==> src/ovr_clk_pkg.sv <==
// Constants and types for the core voltage range and flash wait-state control block.
// Overview of operation
// - Ranges 0,1,2 give fast oscillator 12/50/100 MHz.
// - Range changes alter only the fast oscillator.
// - Range field reset to high only by power-on reset.
// - Device sequences regulator and oscillator on change.
// - Power-on, system, watchdog resets load wait five.
// - Retained range sets oscillator after warm reset.
// - Too few wait states corrupt flash reads.
// - Root clock selectable among six sources.
// - Core clock is root over two-power exponent.
// - Source write clears done; hardware sets later.
`default_nettype none
package ovr_clk_pkg;

   localparam int ADDR_W = 4;
   localparam int DATA_W = 32;

   typedef struct packed {
      logic [ADDR_W-1:0] addr;
      logic [DATA_W-1:0] wdata;
      logic wr;
      logic rd;
   } reg_req_type;

   // Register offsets.
   localparam logic [ADDR_W-1:0] OFS_POWER = 4'h0;
   localparam logic [ADDR_W-1:0] OFS_FLASH = 4'h4;
   localparam logic [ADDR_W-1:0] OFS_CLOCK = 4'h8;
   localparam logic [ADDR_W-1:0] OFS_RESET = 4'hc;

   // Field positions.
   localparam int RANGE_LSB = 0;
   localparam int BYPASS_BIT = 2;
   localparam int BUSY_BIT = 4;
   localparam int LVE_BIT = 0;
   localparam int FWS_LSB = 4;
   localparam int SEL_LSB = 0;
   localparam int DIV_LSB = 4;
   localparam int DONE_BIT = 8;
   localparam int PERIPH_BIT = 0;
   localparam int LOW_WAIT_BIT = 1;

   // Voltage ranges and the fast oscillator frequency in MHz for each.
   localparam logic [1:0] RANGE_LOW = 2'h0;
   localparam logic [1:0] RANGE_MID = 2'h1;
   localparam logic [1:0] RANGE_HIGH = 2'h2;
   localparam logic [6:0] FAST_MHZ_LOW = 7'h0c;
   localparam logic [6:0] FAST_MHZ_MID = 7'h32;
   localparam logic [6:0] FAST_MHZ_HIGH = 7'h64;

   // Root source codes; 4 and 7 are not sources.
   localparam logic [2:0] SRC_FAST = 3'h0;
   localparam logic [2:0] SRC_BAUD = 3'h1;
   localparam logic [2:0] SRC_RF_XTAL = 3'h2;
   localparam logic [2:0] SRC_NANO = 3'h3;
   localparam logic [2:0] SRC_RSVD_A = 3'h4;
   localparam logic [2:0] SRC_RTC_XTAL = 3'h5;
   localparam logic [2:0] SRC_EXT = 3'h6;
   localparam logic [2:0] SRC_RSVD_B = 3'h7;

   // Reset values.
   localparam logic [1:0] RANGE_RESET = RANGE_HIGH;
   localparam logic [2:0] FWS_DEFAULT = 3'h5;
   localparam logic [2:0] SEL_RESET = SRC_FAST;
   localparam logic [2:0] DIV_RESET = 3'h0;
   localparam logic LVE_RESET = 1'b0;

   // Minimum wait states for the fast source.
   localparam logic [2:0] FWS_TWO = 3'h2;
   localparam logic [2:0] FWS_ONE = 3'h1;
   localparam logic [2:0] FWS_ZERO = 3'h0;

   // Timing, clock period in picoseconds.
   localparam int CLK_PERIOD_PS = 4000;
   localparam int SETTLE_NS = 40;
   localparam int SWITCH_NS = 20;
   localparam int SETTLE_CYCLES = (SETTLE_NS * 1000 + CLK_PERIOD_PS - 1) / CLK_PERIOD_PS;
   localparam int SWITCH_CYCLES = (SWITCH_NS * 1000 + CLK_PERIOD_PS - 1) / CLK_PERIOD_PS;
   localparam int CNT_W = 4;

endpackage
`default_nettype wire

==> src/core_voltage_and_flash_wait_ctrl.sv <==
// Core voltage range, root clock selection and flash wait-state control.
`timescale 1ns/10ps
`default_nettype none
module core_voltage_and_flash_wait_ctrl #(
   parameter int SETTLE_CYC = ovr_clk_pkg::SETTLE_CYCLES,
   parameter int SWITCH_CYC = ovr_clk_pkg::SWITCH_CYCLES
) (
   // Clock and power-on reset
   input wire logic core_clock_i,
   input wire logic rst_n_i,
   // Warm resets, one-cycle pulses on this clock
   input wire logic sys_reset_i,
   input wire logic wdt_reset_i,
   // Register port
   input wire ovr_clk_pkg::reg_req_type reg_req_i,
   output logic [ovr_clk_pkg::DATA_W-1:0] reg_rdata_o,
   // Supply, clock tree and flash controls
   output logic [1:0] regulator_range_o,
   output logic [6:0] fast_osc_mhz_o,
   output logic [2:0] active_source_o,
   output logic [2:0] prescaler_exp_o,
   output logic [2:0] flash_wait_o,
   output logic flash_lve_o,
   output logic regulator_bypass_o,
   output logic periph_reset_o,
   output logic wait_too_low_o
);
   import ovr_clk_pkg::*;

   generate
      if (SETTLE_CYC < 1 || SETTLE_CYC > 2 ** CNT_W - 1
          || SWITCH_CYC < 1 || SWITCH_CYC > 2 ** CNT_W - 1)
      begin : g_bad_count
         $error("Settle and switch counts must fit the counter.");
      end
   endgenerate

   typedef enum logic [1:0] {RC_IDLE, RC_FIRST, RC_SECOND} rc_state_type;

   localparam logic [CNT_W-1:0] SETTLE_LAST = CNT_W'(SETTLE_CYC - 1);
   localparam logic [CNT_W-1:0] SWITCH_LAST = CNT_W'(SWITCH_CYC - 1);

   function automatic logic [6:0] freq_of(input logic [1:0] range);
      begin
         freq_of = (range == RANGE_LOW) ? FAST_MHZ_LOW :
                   (range == RANGE_MID) ? FAST_MHZ_MID : FAST_MHZ_HIGH;
      end
   endfunction

   logic [1:0] range_field;
   logic switch_done;
   logic [2:0] sel;
   logic [CNT_W-1:0] sw_cnt;
   logic [CNT_W-1:0] rc_cnt;
   logic raising;
   rc_state_type rc_state;

   // Decode.
   wire warm = sys_reset_i | wdt_reset_i;
   wire wr_power = reg_req_i.wr && reg_req_i.addr == OFS_POWER && !warm;
   wire wr_flash = reg_req_i.wr && reg_req_i.addr == OFS_FLASH && !warm;
   wire wr_clock = reg_req_i.wr && reg_req_i.addr == OFS_CLOCK && !warm;
   wire wr_reset = reg_req_i.wr && reg_req_i.addr == OFS_RESET && !warm;
   wire [1:0] wr_range = reg_req_i.wdata[RANGE_LSB +: 2];
   wire [2:0] wr_sel = reg_req_i.wdata[SEL_LSB +: 3];
   wire range_go = wr_power && wr_range <= RANGE_HIGH && wr_range != range_field
                   && rc_state == RC_IDLE;
   wire sel_go = wr_clock && wr_sel != SRC_RSVD_A && wr_sel != SRC_RSVD_B;
   wire rc_busy = rc_state != RC_IDLE;

   // Least wait states the fast source needs; other sources need none.
   wire [2:0] min_wait = (active_source_o != SRC_FAST) ? FWS_ZERO :
                         (prescaler_exp_o == DIV_RESET)
                         ? ((range_field == RANGE_HIGH) ? FWS_TWO :
                            (range_field == RANGE_MID) ? FWS_ONE : FWS_ZERO) :
                         (prescaler_exp_o == 3'h1 && range_field == RANGE_HIGH)
                         ? FWS_ONE : FWS_ZERO;

   // Read multiplexer.
   wire [DATA_W-1:0] rd_power = DATA_W'({rc_busy, 1'b0, regulator_bypass_o, range_field});
   wire [DATA_W-1:0] rd_flash = DATA_W'({flash_wait_o, 3'h0, flash_lve_o});
   wire [DATA_W-1:0] rd_clock = DATA_W'({switch_done, 1'b0, prescaler_exp_o, 1'b0, sel});
   wire [DATA_W-1:0] rd_reset = DATA_W'({wait_too_low_o, 1'b0});
   wire [DATA_W-1:0] rd_mux = (reg_req_i.addr == OFS_POWER) ? rd_power :
                              (reg_req_i.addr == OFS_FLASH) ? rd_flash :
                              (reg_req_i.addr == OFS_CLOCK) ? rd_clock :
                              (reg_req_i.addr == OFS_RESET) ? rd_reset : '0;

   always_ff @(posedge core_clock_i or negedge rst_n_i)
   begin
      if (!rst_n_i)
      begin
         reg_rdata_o <= '0;
         periph_reset_o <= 1'b0;
         wait_too_low_o <= 1'b0;
      end
      else
      begin
         reg_rdata_o <= reg_req_i.rd ? rd_mux : '0;
         periph_reset_o <= wr_reset && reg_req_i.wdata[PERIPH_BIT];
         wait_too_low_o <= flash_wait_o < min_wait;
      end
   end

   // Range field and bypass are kept across all warm resets.
   always_ff @(posedge core_clock_i or negedge rst_n_i)
   begin
      if (!rst_n_i)
      begin
         range_field <= RANGE_RESET;
         regulator_bypass_o <= 1'b0;
      end
      else if (wr_power)
      begin
         regulator_bypass_o <= reg_req_i.wdata[BYPASS_BIT];
         if (range_go)
            range_field <= wr_range;
      end
   end

   // Flash controls: wait states reload on power-on, system and watchdog resets, not on peripheral ones.
   always_ff @(posedge core_clock_i or negedge rst_n_i)
   begin
      if (!rst_n_i)
      begin
         flash_wait_o <= FWS_DEFAULT;
         flash_lve_o <= LVE_RESET;
      end
      else if (warm)
      begin
         flash_wait_o <= FWS_DEFAULT;
         flash_lve_o <= LVE_RESET;
      end
      else if (wr_flash)
      begin
         flash_wait_o <= reg_req_i.wdata[FWS_LSB +: 3];
         flash_lve_o <= reg_req_i.wdata[LVE_BIT];
      end
   end

   // Root source switch and prescaler.
   always_ff @(posedge core_clock_i or negedge rst_n_i)
   begin
      if (!rst_n_i)
      begin
         sel <= SEL_RESET;
         active_source_o <= SEL_RESET;
         prescaler_exp_o <= DIV_RESET;
         switch_done <= 1'b1;
         sw_cnt <= '0;
      end
      else if (warm)
      begin
         sel <= SEL_RESET;
         active_source_o <= SEL_RESET;
         prescaler_exp_o <= DIV_RESET;
         switch_done <= 1'b1;
         sw_cnt <= '0;
      end
      else
      begin
         if (wr_clock)
            prescaler_exp_o <= reg_req_i.wdata[DIV_LSB +: 3];
         if (sel_go)
         begin
            sel <= wr_sel;
            switch_done <= 1'b0;
            sw_cnt <= SWITCH_LAST;
         end
         else if (!switch_done)
         begin
            if (sw_cnt == '0)
            begin
               switch_done <= 1'b1;
               active_source_o <= sel;
            end
            else
               sw_cnt <= sw_cnt - 1'b1;
         end
      end
   end

   // Range change: raising moves the regulator first, lowering the oscillator first.
   always_ff @(posedge core_clock_i or negedge rst_n_i)
   begin
      if (!rst_n_i)
      begin
         rc_state <= RC_IDLE;
         rc_cnt <= '0;
         raising <= 1'b0;
         regulator_range_o <= RANGE_RESET;
         fast_osc_mhz_o <= FAST_MHZ_HIGH;
      end
      else if (warm)
      begin
         rc_state <= RC_IDLE;
         rc_cnt <= '0;
         regulator_range_o <= range_field;
         fast_osc_mhz_o <= freq_of(range_field);
      end
      else
      begin
         unique case (rc_state)
            RC_IDLE:
               if (range_go)
               begin
                  raising <= wr_range > range_field;
                  rc_cnt <= SETTLE_LAST;
                  rc_state <= RC_FIRST;
                  if (wr_range > range_field)
                     regulator_range_o <= wr_range;
                  else
                     fast_osc_mhz_o <= freq_of(wr_range);
               end
            RC_FIRST:
               if (rc_cnt == '0)
               begin
                  rc_cnt <= SETTLE_LAST;
                  rc_state <= RC_SECOND;
                  if (raising)
                     fast_osc_mhz_o <= freq_of(range_field);
                  else
                     regulator_range_o <= range_field;
               end
               else
                  rc_cnt <= rc_cnt - 1'b1;
            RC_SECOND:
               if (rc_cnt == '0)
                  rc_state <= RC_IDLE;
               else
                  rc_cnt <= rc_cnt - 1'b1;
         endcase
      end
   end
endmodule
`default_nettype wire

==> config.mk <==
export PLATFORM = sky130hd
export DESIGN_NAME = core_voltage_and_flash_wait_ctrl
export DESIGN_NICKNAME = d
export VERILOG_FILES = /design/src/ovr_clk_pkg.sv /design/src/core_voltage_and_flash_wait_ctrl.sv
export SDC_FILE = /design/constraint.sdc
export NUM_CORES = 1
export LEC_CHECK = 0
export BUFFER_PORTS_ARGS = -buffer_cell sky130_fd_sc_hd__buf_2
export CORE_AREA = 2 2 79 81
export CTS_CLUSTER_DIAMETER = 60
export DETAILED_ROUTE_END_ITERATION = 12
export DIE_AREA = 0 0 81 83
export GPL_ROUTABILITY_DRIVEN = 0
export MAX_ROUTING_LAYER = met4
export PLACE_DENSITY = 0.83
export SKIP_LAST_GASP = 1
export SYNTH_ARGS = -nofsm -noshare
export SYNTH_HDL_FRONTEND = slang
export SYNTH_SLANG_ARGS = --single-unit
==> constraint.sdc <==
create_clock -name core_clock_i -period 2.23 [get_ports core_clock_i]
set_input_delay 0.3345 -clock core_clock_i [delete_from_list [all_inputs] [get_ports core_clock_i]]
set_output_delay 0.3345 -clock core_clock_i [all_outputs]
set_load 0.01 [all_outputs]
==> flow_metrics.py, run 1 <==
metrics = {
    "global_routing": {
        "antenna_found_initial": 0,
        "grt_pass1_wl_um": 9211,
        "grt_usage_pct": 17.90,
        "overflow": 0,
        "grt_pass1_vias": 1964,
        "grt_max_degree": 19,
    },
    "synth": {
        "async_flop_share_pct": 100.0,
        "syn_inst": 262,
        "synth-edff-count": 0,
        "synth_area_mm2": 0.002580,
        "ys_types": 54,
        "synth_seq_cells": 44,
        "synthFlopType": "dfrtp_1",
        "avgSynthCellArea_um2": 9.847,
        "synth_seq_area_share_pct": 43.06,
        "yosysWarnings": 0,
    },
    "critical_path": {
        "critPathLaunchType": "flop",
        "reg2reg_depth": 7,
        "cp_slowest_cell": "dfstp_2",
        "crit_arrival_ns": 2.27,
        "path_cells": "inv_1 -> ha_1 -> a22oi_2 -> nand4_1 -> nor2_2 -> o22ai_1 -> a221o_1",
        "r2r_setup_slack_ns": 0.15,
        "crit_end": "regulator_range_o[0]",
        "startpoint": "range_field[1]",
        "endpoint_kind": "flop",
        "worstPathRequired_ns": 2.42,
        "cp_slowest_stage_delay_ns": 0.54,
        "path_class": "reg2reg",
        "timing.rr.end": "regulator_range_o[0]",
        "worstPathMaxFanout": 4,
        "regToRegStartpoint": "range_field[1]",
    },
    "clock_network": {
        "cts_buffers": 5,
        "cts_tree": "yes",
        "clock-sinks": 44,
        "ctsHtreeMaxLevel": 2,
        "postCtsSetupRepairBufs": 0,
        "clkTransAtPathRegs_ns": 0.08,
        "clock_latency_ns": 0.30,
        "clock_path_buffers": 2,
        "clockRootBuffer": "clkbuf_8",
    },
    "timing": {
        "final_hold_viol_count": 0,
        "max_clock_freq_mhz": 479.9,
        "slew_violations": 0,
        "tns_ns": 0,
        "finalCritPeriodShare_pct": 93.44,
        "finClkSkew_ns": 0.005967,
        "setup_viol": 0,
        "rsz0062_at_grt": "no",
        "fin_crit_ns": 2.084,
    },
    "pwr": {
        "power_leakage_uw": 0.001460,
        "vdd_drop_max_mv": 0.2269,
        "intPower_uw": 1157,
        "power.switching_uw": 480.9,
        "clkPwrFrac_pct": 31.4,
        "power_frac_seq_pct": 52.2,
        "power-per-cell-area_mw_per_mm2": 558.3,
        "power_frac_comb_pct": 16.4,
        "switching_share_pct": 29.36,
    },
    "die": {
        "dieWidth_um": 81,
        "ios": 96,
        "die_y_um": 83,
        "fp-row-count": 28,
        "initial_core_util_pct": 44.36,
        "core_area_mm2": 0.005816,
        "die-area_mm2": 0.006723,
    },
    "layout": {
        "drive_gt1_share_pct": 28.71,
        "antenna_cells": 0,
        "stdcell_count": 392,
        "syn_to_final_growth_pct": 13.72,
        "nets": 367,
    },
    "run_status": {
        "outcome": "finished clean",
    },
    "place": {
        "portBuffers": 43,
        "dpl.hpwl_um": 4359,
        "dpl.cell_count": 383,
    },
    "detailed_routing": {
        "viasPerCell": 5.324,
        "dr_total_vias": 2087,
        "wl_per_cell_um": 14.37,
        "drtIter0Drc": 180,
        "dr.pass1.iters": 5,
        "drc": 0,
        "ant_nets": 0,
        "route.final.wire_length_um": 5632,
    },
    "min_path": {
        "hold_path.class": "in2reg",
    },
    "flow_run": {
        "cap_violations": 0,
    },
}
cells by family after synthesis:
family,synth area share [%]
AND/OR/NAND/NOR,16.49
XOR/XNOR,0.6791
flip-flops,43.06
buffers and inverters,11.25
other,0.1454
AO/OA/AOI/OAI,17.17
adder cells (fa/ha/maj),4.365
multiplexers,6.838
sequential cells by signal, indices dropped and copies added (netlist names):
signal	cells
switch_done	1
periph_reset_o	1
regulator_bypass_o	1
range_field	2
raising	1
prescaler_exp_o	3
wait_too_low_o	1
active_source_o	3
flash_wait_o	3
rc_state	2
fast_osc_mhz_o	5
reg_rdata_o	7
regulator_range_o	2
rc_cnt	4
sw_cnt	4
flash_lve_o	1
sel	3
timing repair:
action	4_1_cts	5_1_grt
hold endpoints to repair	10	0
resized for setup	0	0
hold buffers	1	0
cells in the mapped netlist, types with 2 or more instances:
library cell   n  share of area (%)
ha_1           9                4.4
or4_1          2               0.58
mux2_2         5                2.2
inv_1         15                2.2
mux2_4         2                1.2
nor4_1         2               0.48
a221o_1        2               0.78
a21oi_1       13                2.5
nand4_1        3               0.73
nor3_1         5               0.97
a22o_1         7                2.4
nand3_1        7                1.4
a22oi_1        5                1.5
o31ai_1        3               0.87
a21oi_2        3                1.0
nand2_1       14                2.0
o21ai_0       10                1.9
o21a_1         3               0.87
a211oi_1       3               0.87
buf_4         27                7.9
o21bai_1       3               0.87
clkbuf_1       4               0.58
mux2i_1        9                3.5
and2_1         3               0.73
and3_1         2               0.48
a21o_1         3               0.87
nand3_2        2               0.78
nor2_1        27                3.9
dfstp_2        8                8.1
nor2b_1        2               0.48
dfrtp_1       36                 35
power by group through the flow:
stage,combinational (uW),sequential (uW),clock (uW)
finish,268,855,514
global route,297,860,560
CTS,268,855,526
detailed placement,265,871,0
global placement,257,870,0
floorplan,185,879,0
critical path: cells and delay by family, from the launching register on:
family,cells,cell delay (ns)
compound gates,3,0.74
simple gates,2,0.30
flops,1,0.54
buf+inv,1,0.05
fa+ha+maj,1,0.33
layout by cell type (no fill, tap or decap), types with 2 or more instances in the layout:
master / synthesis / routed
buf_2: 1 / 43
dfrtp_1: 36 / 36
nor2_1: 27 / 27
conb_1: 1 / 26
inv_1: 15 / 15
nand2_1: 14 / 14
a21oi_1: 13 / 13
buf_4: 27 / 11
o21ai_0: 10 / 10
mux2i_1: 9 / 9
ha_1: 9 / 9
dfstp_2: 8 / 8
nand3_1: 7 / 7
a22o_1: 7 / 7
a22oi_1: 5 / 5
nor3_1: 5 / 5
mux2_2: 5 / 5
clkbuf_8: 0 / 5
and2_1: 3 / 3
a211oi_1: 3 / 3
o21a_1: 3 / 3
nand4_1: 3 / 3
o21bai_1: 3 / 3
o31ai_1: 3 / 3
a21oi_2: 3 / 3
a21o_1: 3 / 3
nor2b_1: 2 / 2
or4_1: 2 / 2
and3_1: 2 / 2
nor4_1: 2 / 2
nand3_2: 2 / 2
a221o_1: 2 / 2
mux2_4: 2 / 2
clkinvlp_4: 0 / 2
routing by layer:
layer / vias up / part of all wire (%) / GRT usage [%]
li1: 984 / - / -
met1: 1026 / 42 / 21.74
met2: 66 / 52 / 29.15
met3: 11 / 4.3 / 4.239
met4: 0 / 1.7 / 5.701
met5: - / 0 / -
worst min path at each step:
stage / startpoint / cells after the start / slack [ns] / to
4_1_cts: reg_req_i[8] / 3 / 0.27 / flash_wait_o[2]
5_1_grt: reg_req_i[8] / 3 / 0.28 / flash_wait_o[2]
3_5_place_dp: rst_n_i / 1 / 0.22 / active_source_o[0]
3_3_place_gp: rst_n_i / 1 / 0.21 / reg_rdata_o[0]
2_1_floorplan: rst_n_i / 0 / 0.04 / active_source_o[0]
6_report: reg_req_i[8] / 3 / 0.27 / flash_wait_o[2]
metrics by stage:
stage	util (%)	worst slack [ns]	cell area, um2	total power, uW	hold WS (ns)
after floorplan	-	0.05838	2674	1064	0.03891
after global placement	48.69	0.2320	2831	1126	0.2073
after detailed placement	48.69	0.1664	2831	1136	0.2153
after CTS	50.45	0.1540	2934	1649	0.2672
after global routing	50.45	0.01025	2934	1717	0.2792
final	50.45	0.1463	2934	1638	0.2684
area by class of cell:
class	count	area (um2)
Clock inverter	3	23.77
Tap cell	75	93.84
Sequential cell	44	1111
Clock buffer	5	68.82
Inverter	15	56.30
Multi-Input combinational cell	195	1272
Fill cell	539	2882
Timing Repair Buffer	55	307.8
(Power assumes the default switching activity.)
==> inputs of run 2 (changes only) <==
--- a/config.mk
+++ b/config.mk
@@ -5,14 +5,15 @@
 export SDC_FILE = /design/constraint.sdc
 export NUM_CORES = 1
 export LEC_CHECK = 0
+export ABC_AREA = 1
 export BUFFER_PORTS_ARGS = -buffer_cell sky130_fd_sc_hd__buf_2
-export CORE_AREA = 2 2 79 81
+export CORE_AREA = 2 2 87 89
 export CTS_CLUSTER_DIAMETER = 60
 export DETAILED_ROUTE_END_ITERATION = 12
-export DIE_AREA = 0 0 81 83
+export DIE_AREA = 0 0 89 91
 export GPL_ROUTABILITY_DRIVEN = 0
 export MAX_ROUTING_LAYER = met4
-export PLACE_DENSITY = 0.83
+export PLACE_DENSITY = 0.72
 export SKIP_LAST_GASP = 1
 export SYNTH_ARGS = -nofsm -noshare
 export SYNTH_HDL_FRONTEND = slang
==> run 2 against run 1 <==
  * Non-clock buffer count shrank 8
  * Clock power rose by 22%
  * Final area up 3.3%
  * Routed wire length up 0.50%
  * Cell count increased by 24%
  * Combinational power increased by 34%
  * Flip-flop and latch count did not move
  * Clock skew rose by 0.0020 ns
  * Die area up 20%
  * Sequential share of layout area fell by 1.2 points
  * Global-route usage shrank 2.9 points
  * Largest cell class unchanged
==> flow_metrics.py, run 2 <==
metrics = {
    "timing": {
        "rsz0062_at_grt": "no",
        "fin_crit_ns": 1.942,
        "tns_ns": 0,
        "slew_violations": 0,
        "setup_viol": 0,
        "finalCritPeriodShare_pct": 87.10,
        "hold_slack_ns": 0.2496,
        "final_hold_viol_count": 0,
        "max_clock_freq_mhz": 514.8,
        "finClkSkew_ns": 0.007992,
    },
    "global_routing": {
        "antenna_found_initial": 0,
        "grt_max_degree": 18,
        "grt_pass1_vias": 2151,
        "overflow": 0,
        "grt_usage_pct": 14.99,
        "grt_pass1_wl_um": 9487,
    },
    "detailed_routing": {
        "dr.pass1.iters": 4,
        "wl_met2_um": 2744,
        "drtIter0Drc": 112,
        "route.final.wire_length_um": 5660,
        "drc": 0,
        "met3_length_um": 323,
        "wl_per_cell_um": 11.60,
        "top_layer_used": "met4",
        "viasPerCell": 4.584,
        "met1Wirelength_um": 2517,
        "ant_nets": 0,
        "dr_total_vias": 2237,
    },
    "clock_network": {
        "clockRootBuffer": "clkbuf_8",
        "cts_tree": "yes",
        "clock-sinks": 44,
        "cts_buffers": 5,
        "clock_path_buffers": 2,
        "clkTransAtPathRegs_ns": 0.09,
        "postCtsSetupRepairBufs": 0,
        "clock_latency_ns": 0.31,
        "ctsHtreeMaxLevel": 2,
    },
    "layout": {
        "top_regs": "reg_rdata_o x7, fast_osc_mhz_o x5",
        "regMostFlops": "reg_rdata_o",
        "antenna_cells": 0,
        "stdcell_count": 488,
        "seq_area_mm2": 0.001111,
        "syn_to_final_growth_pct": 13.60,
        "drive_gt1_share_pct": 23.65,
        "post-route-util_pct": 42.48,
        "nets": 439,
        "final_cell_mix": "81 x nand2_1, 46 x inv_1, 43 x buf_2",
        "largest_register_ffs": 7,
        "n_fill_cell": 731,
        "layout_commonest_cell": "nand2_1",
        "multi_input_area_mm2": 0.001241,
    },
    "pwr": {
        "power.switching_uw": 557.8,
        "switching_share_pct": 29.88,
        "power_frac_seq_pct": 47.1,
        "clkPwrFrac_pct": 33.6,
        "intPower_uw": 1309,
        "vdd_drop_max_mv": 0.2357,
        "power_leakage_uw": 0.001594,
        "power-per-cell-area_mw_per_mm2": 615.8,
        "power_frac_comb_pct": 19.2,
    },
    "synth": {
        "avgSynthCellArea_um2": 7.896,
        "synthFlopType": "dfrtp_1",
        "async_flop_share_pct": 100.0,
        "synth_common_cells": "81 x nand2_1, 46 x inv_1, 36 x dfrtp_1",
        "syn_inst": 338,
        "ys_types": 34,
        "yosysMostFrequentCell": "nand2_1",
        "synth-edff-count": 0,
        "yosysWarnings": 0,
        "synth_seq_area_share_pct": 41.63,
        "synth_area_mm2": 0.002669,
        "synth_seq_cells": 44,
        "synth_area_leaders": "dfrtp_1 34%, nand2_1 11%, dfstp_2 7.9%",
        "synth_top_area_share_pct": 33.76,
        "yosysTopAreaCell": "dfrtp_1",
    },
    "critical_path": {
        "endpoint_kind": "flop",
        "r2r_setup_slack_ns": 0.29,
        "critPathLaunchType": "flop",
        "timing.rr.end": "rc_cnt[1]",
        "worstPathRequired_ns": 2.42,
        "regToRegStartpoint": "range_field[1]",
        "crit_arrival_ns": 2.13,
        "path_class": "reg2reg",
        "worstPathMaxFanout": 11,
        "reg2reg_depth": 10,
    },
    "min_path": {
        "hold_path.class": "in2reg",
        "hold_path_depth": 3,
        "whs_endpoint": "flash_wait_o[2]",
        "holdCritStartpoint": "reg_req_i[8]",
    },
    "die": {
        "dieWidth_um": 89,
        "core_area_mm2": 0.007137,
        "die_y_um": 91,
        "die-area_mm2": 0.008099,
        "initial_core_util_pct": 37.39,
        "ios": 96,
        "fp-row-count": 31,
    },
    "flow_run": {
        "cap_violations": 0,
    },
    "place": {
        "dpl.cell_count": 479,
        "dpl.hpwl_um": 4417,
        "portBuffers": 43,
    },
    "run_status": {
        "outcome": "finished clean",
    },
}
[run 2: stage by stage]
step	instance area, um2	setup WS (ns)	total power (uW)
2_1_floorplan	2763	0.5286	1170
3_3_place_gp	2905	0.3606	1241
3_5_place_dp	2905	0.3108	1254
4_1_cts	3032	0.2942	1883
5_1_grt	3032	0.1290	1971
6_report	3032	0.2877	1867
[run 2: area by class of cell]
cell class                 instances  area share [%]
sequential                        44           36.65
clock buffer                       5           2.270
tap                               99           4.086
clock inverter                     3           1.568
inverter                          51           6.314
timing repair buffer              47           8.172
multi-input combinational        239           40.94
[run 2: timing repair]
action | 4_1_cts | 5_1_grt
gates resized for setup | 0 | 0
hold buffers | 1 | 0
hold endpoints to repair | 13 | 0
[run 2: logic make-up (layout without fill, tap and decap cells)]
logic type | count (synthesis) | after routing | synth area share [%]
simple gates | 154 | 154 | 27.99
buf+inv | 80 | 106 | 15.38
fa+ha+maj | 9 | 9 | 4.219
compound gates | 48 | 48 | 9.986
xor+xnor | 2 | 2 | 0.6565
other cells | 1 | 26 | 0.1405
flops | 44 | 44 | 41.63
[run 2: power groups by stage]
stage | logic (uW) | registers (uW) | clock network [uW]
2_1_floorplan | 262 | 908 | 0
3_3_place_gp | 347 | 894 | 0
3_5_place_dp | 358 | 896 | 0
4_1_cts | 361 | 881 | 641
5_1_grt | 409 | 887 | 675
6_report | 359 | 880 | 628
[run 2: worst max-delay path, stage by stage, from the launching register on]
cell,delay (ns)
dfstp_2,0.55
inv_1,0.09
ha_1,0.30
nand2_1,0.11
nand2_1,0.06
inv_1,0.08
nand3_2,0.10
nand2_2,0.22
nand2_2,0.16
nand2_1,0.09
o21ai_1,0.06
[run 2: worst max path at each step]
stage,cells past startpoint,startpoint,to,slack (ns)
after floorplan,5,prescaler_exp_o[2],wait_too_low_o,0.53
after global placement,10,range_field[1],rc_cnt[2],0.36
after detailed placement,10,range_field[1],rc_cnt[1],0.31
after CTS,10,range_field[1],rc_cnt[1],0.29
after global routing,10,range_field[1],rc_cnt[1],0.13
final,10,range_field[1],rc_cnt[1],0.29
[run 2: metal layers]
layer	global-route usage [%]	up-vias
met5	-	-
met4	4.602	0
met3	4.091	8
met2	24.07	68
met1	18.28	1041
li1	-	1120
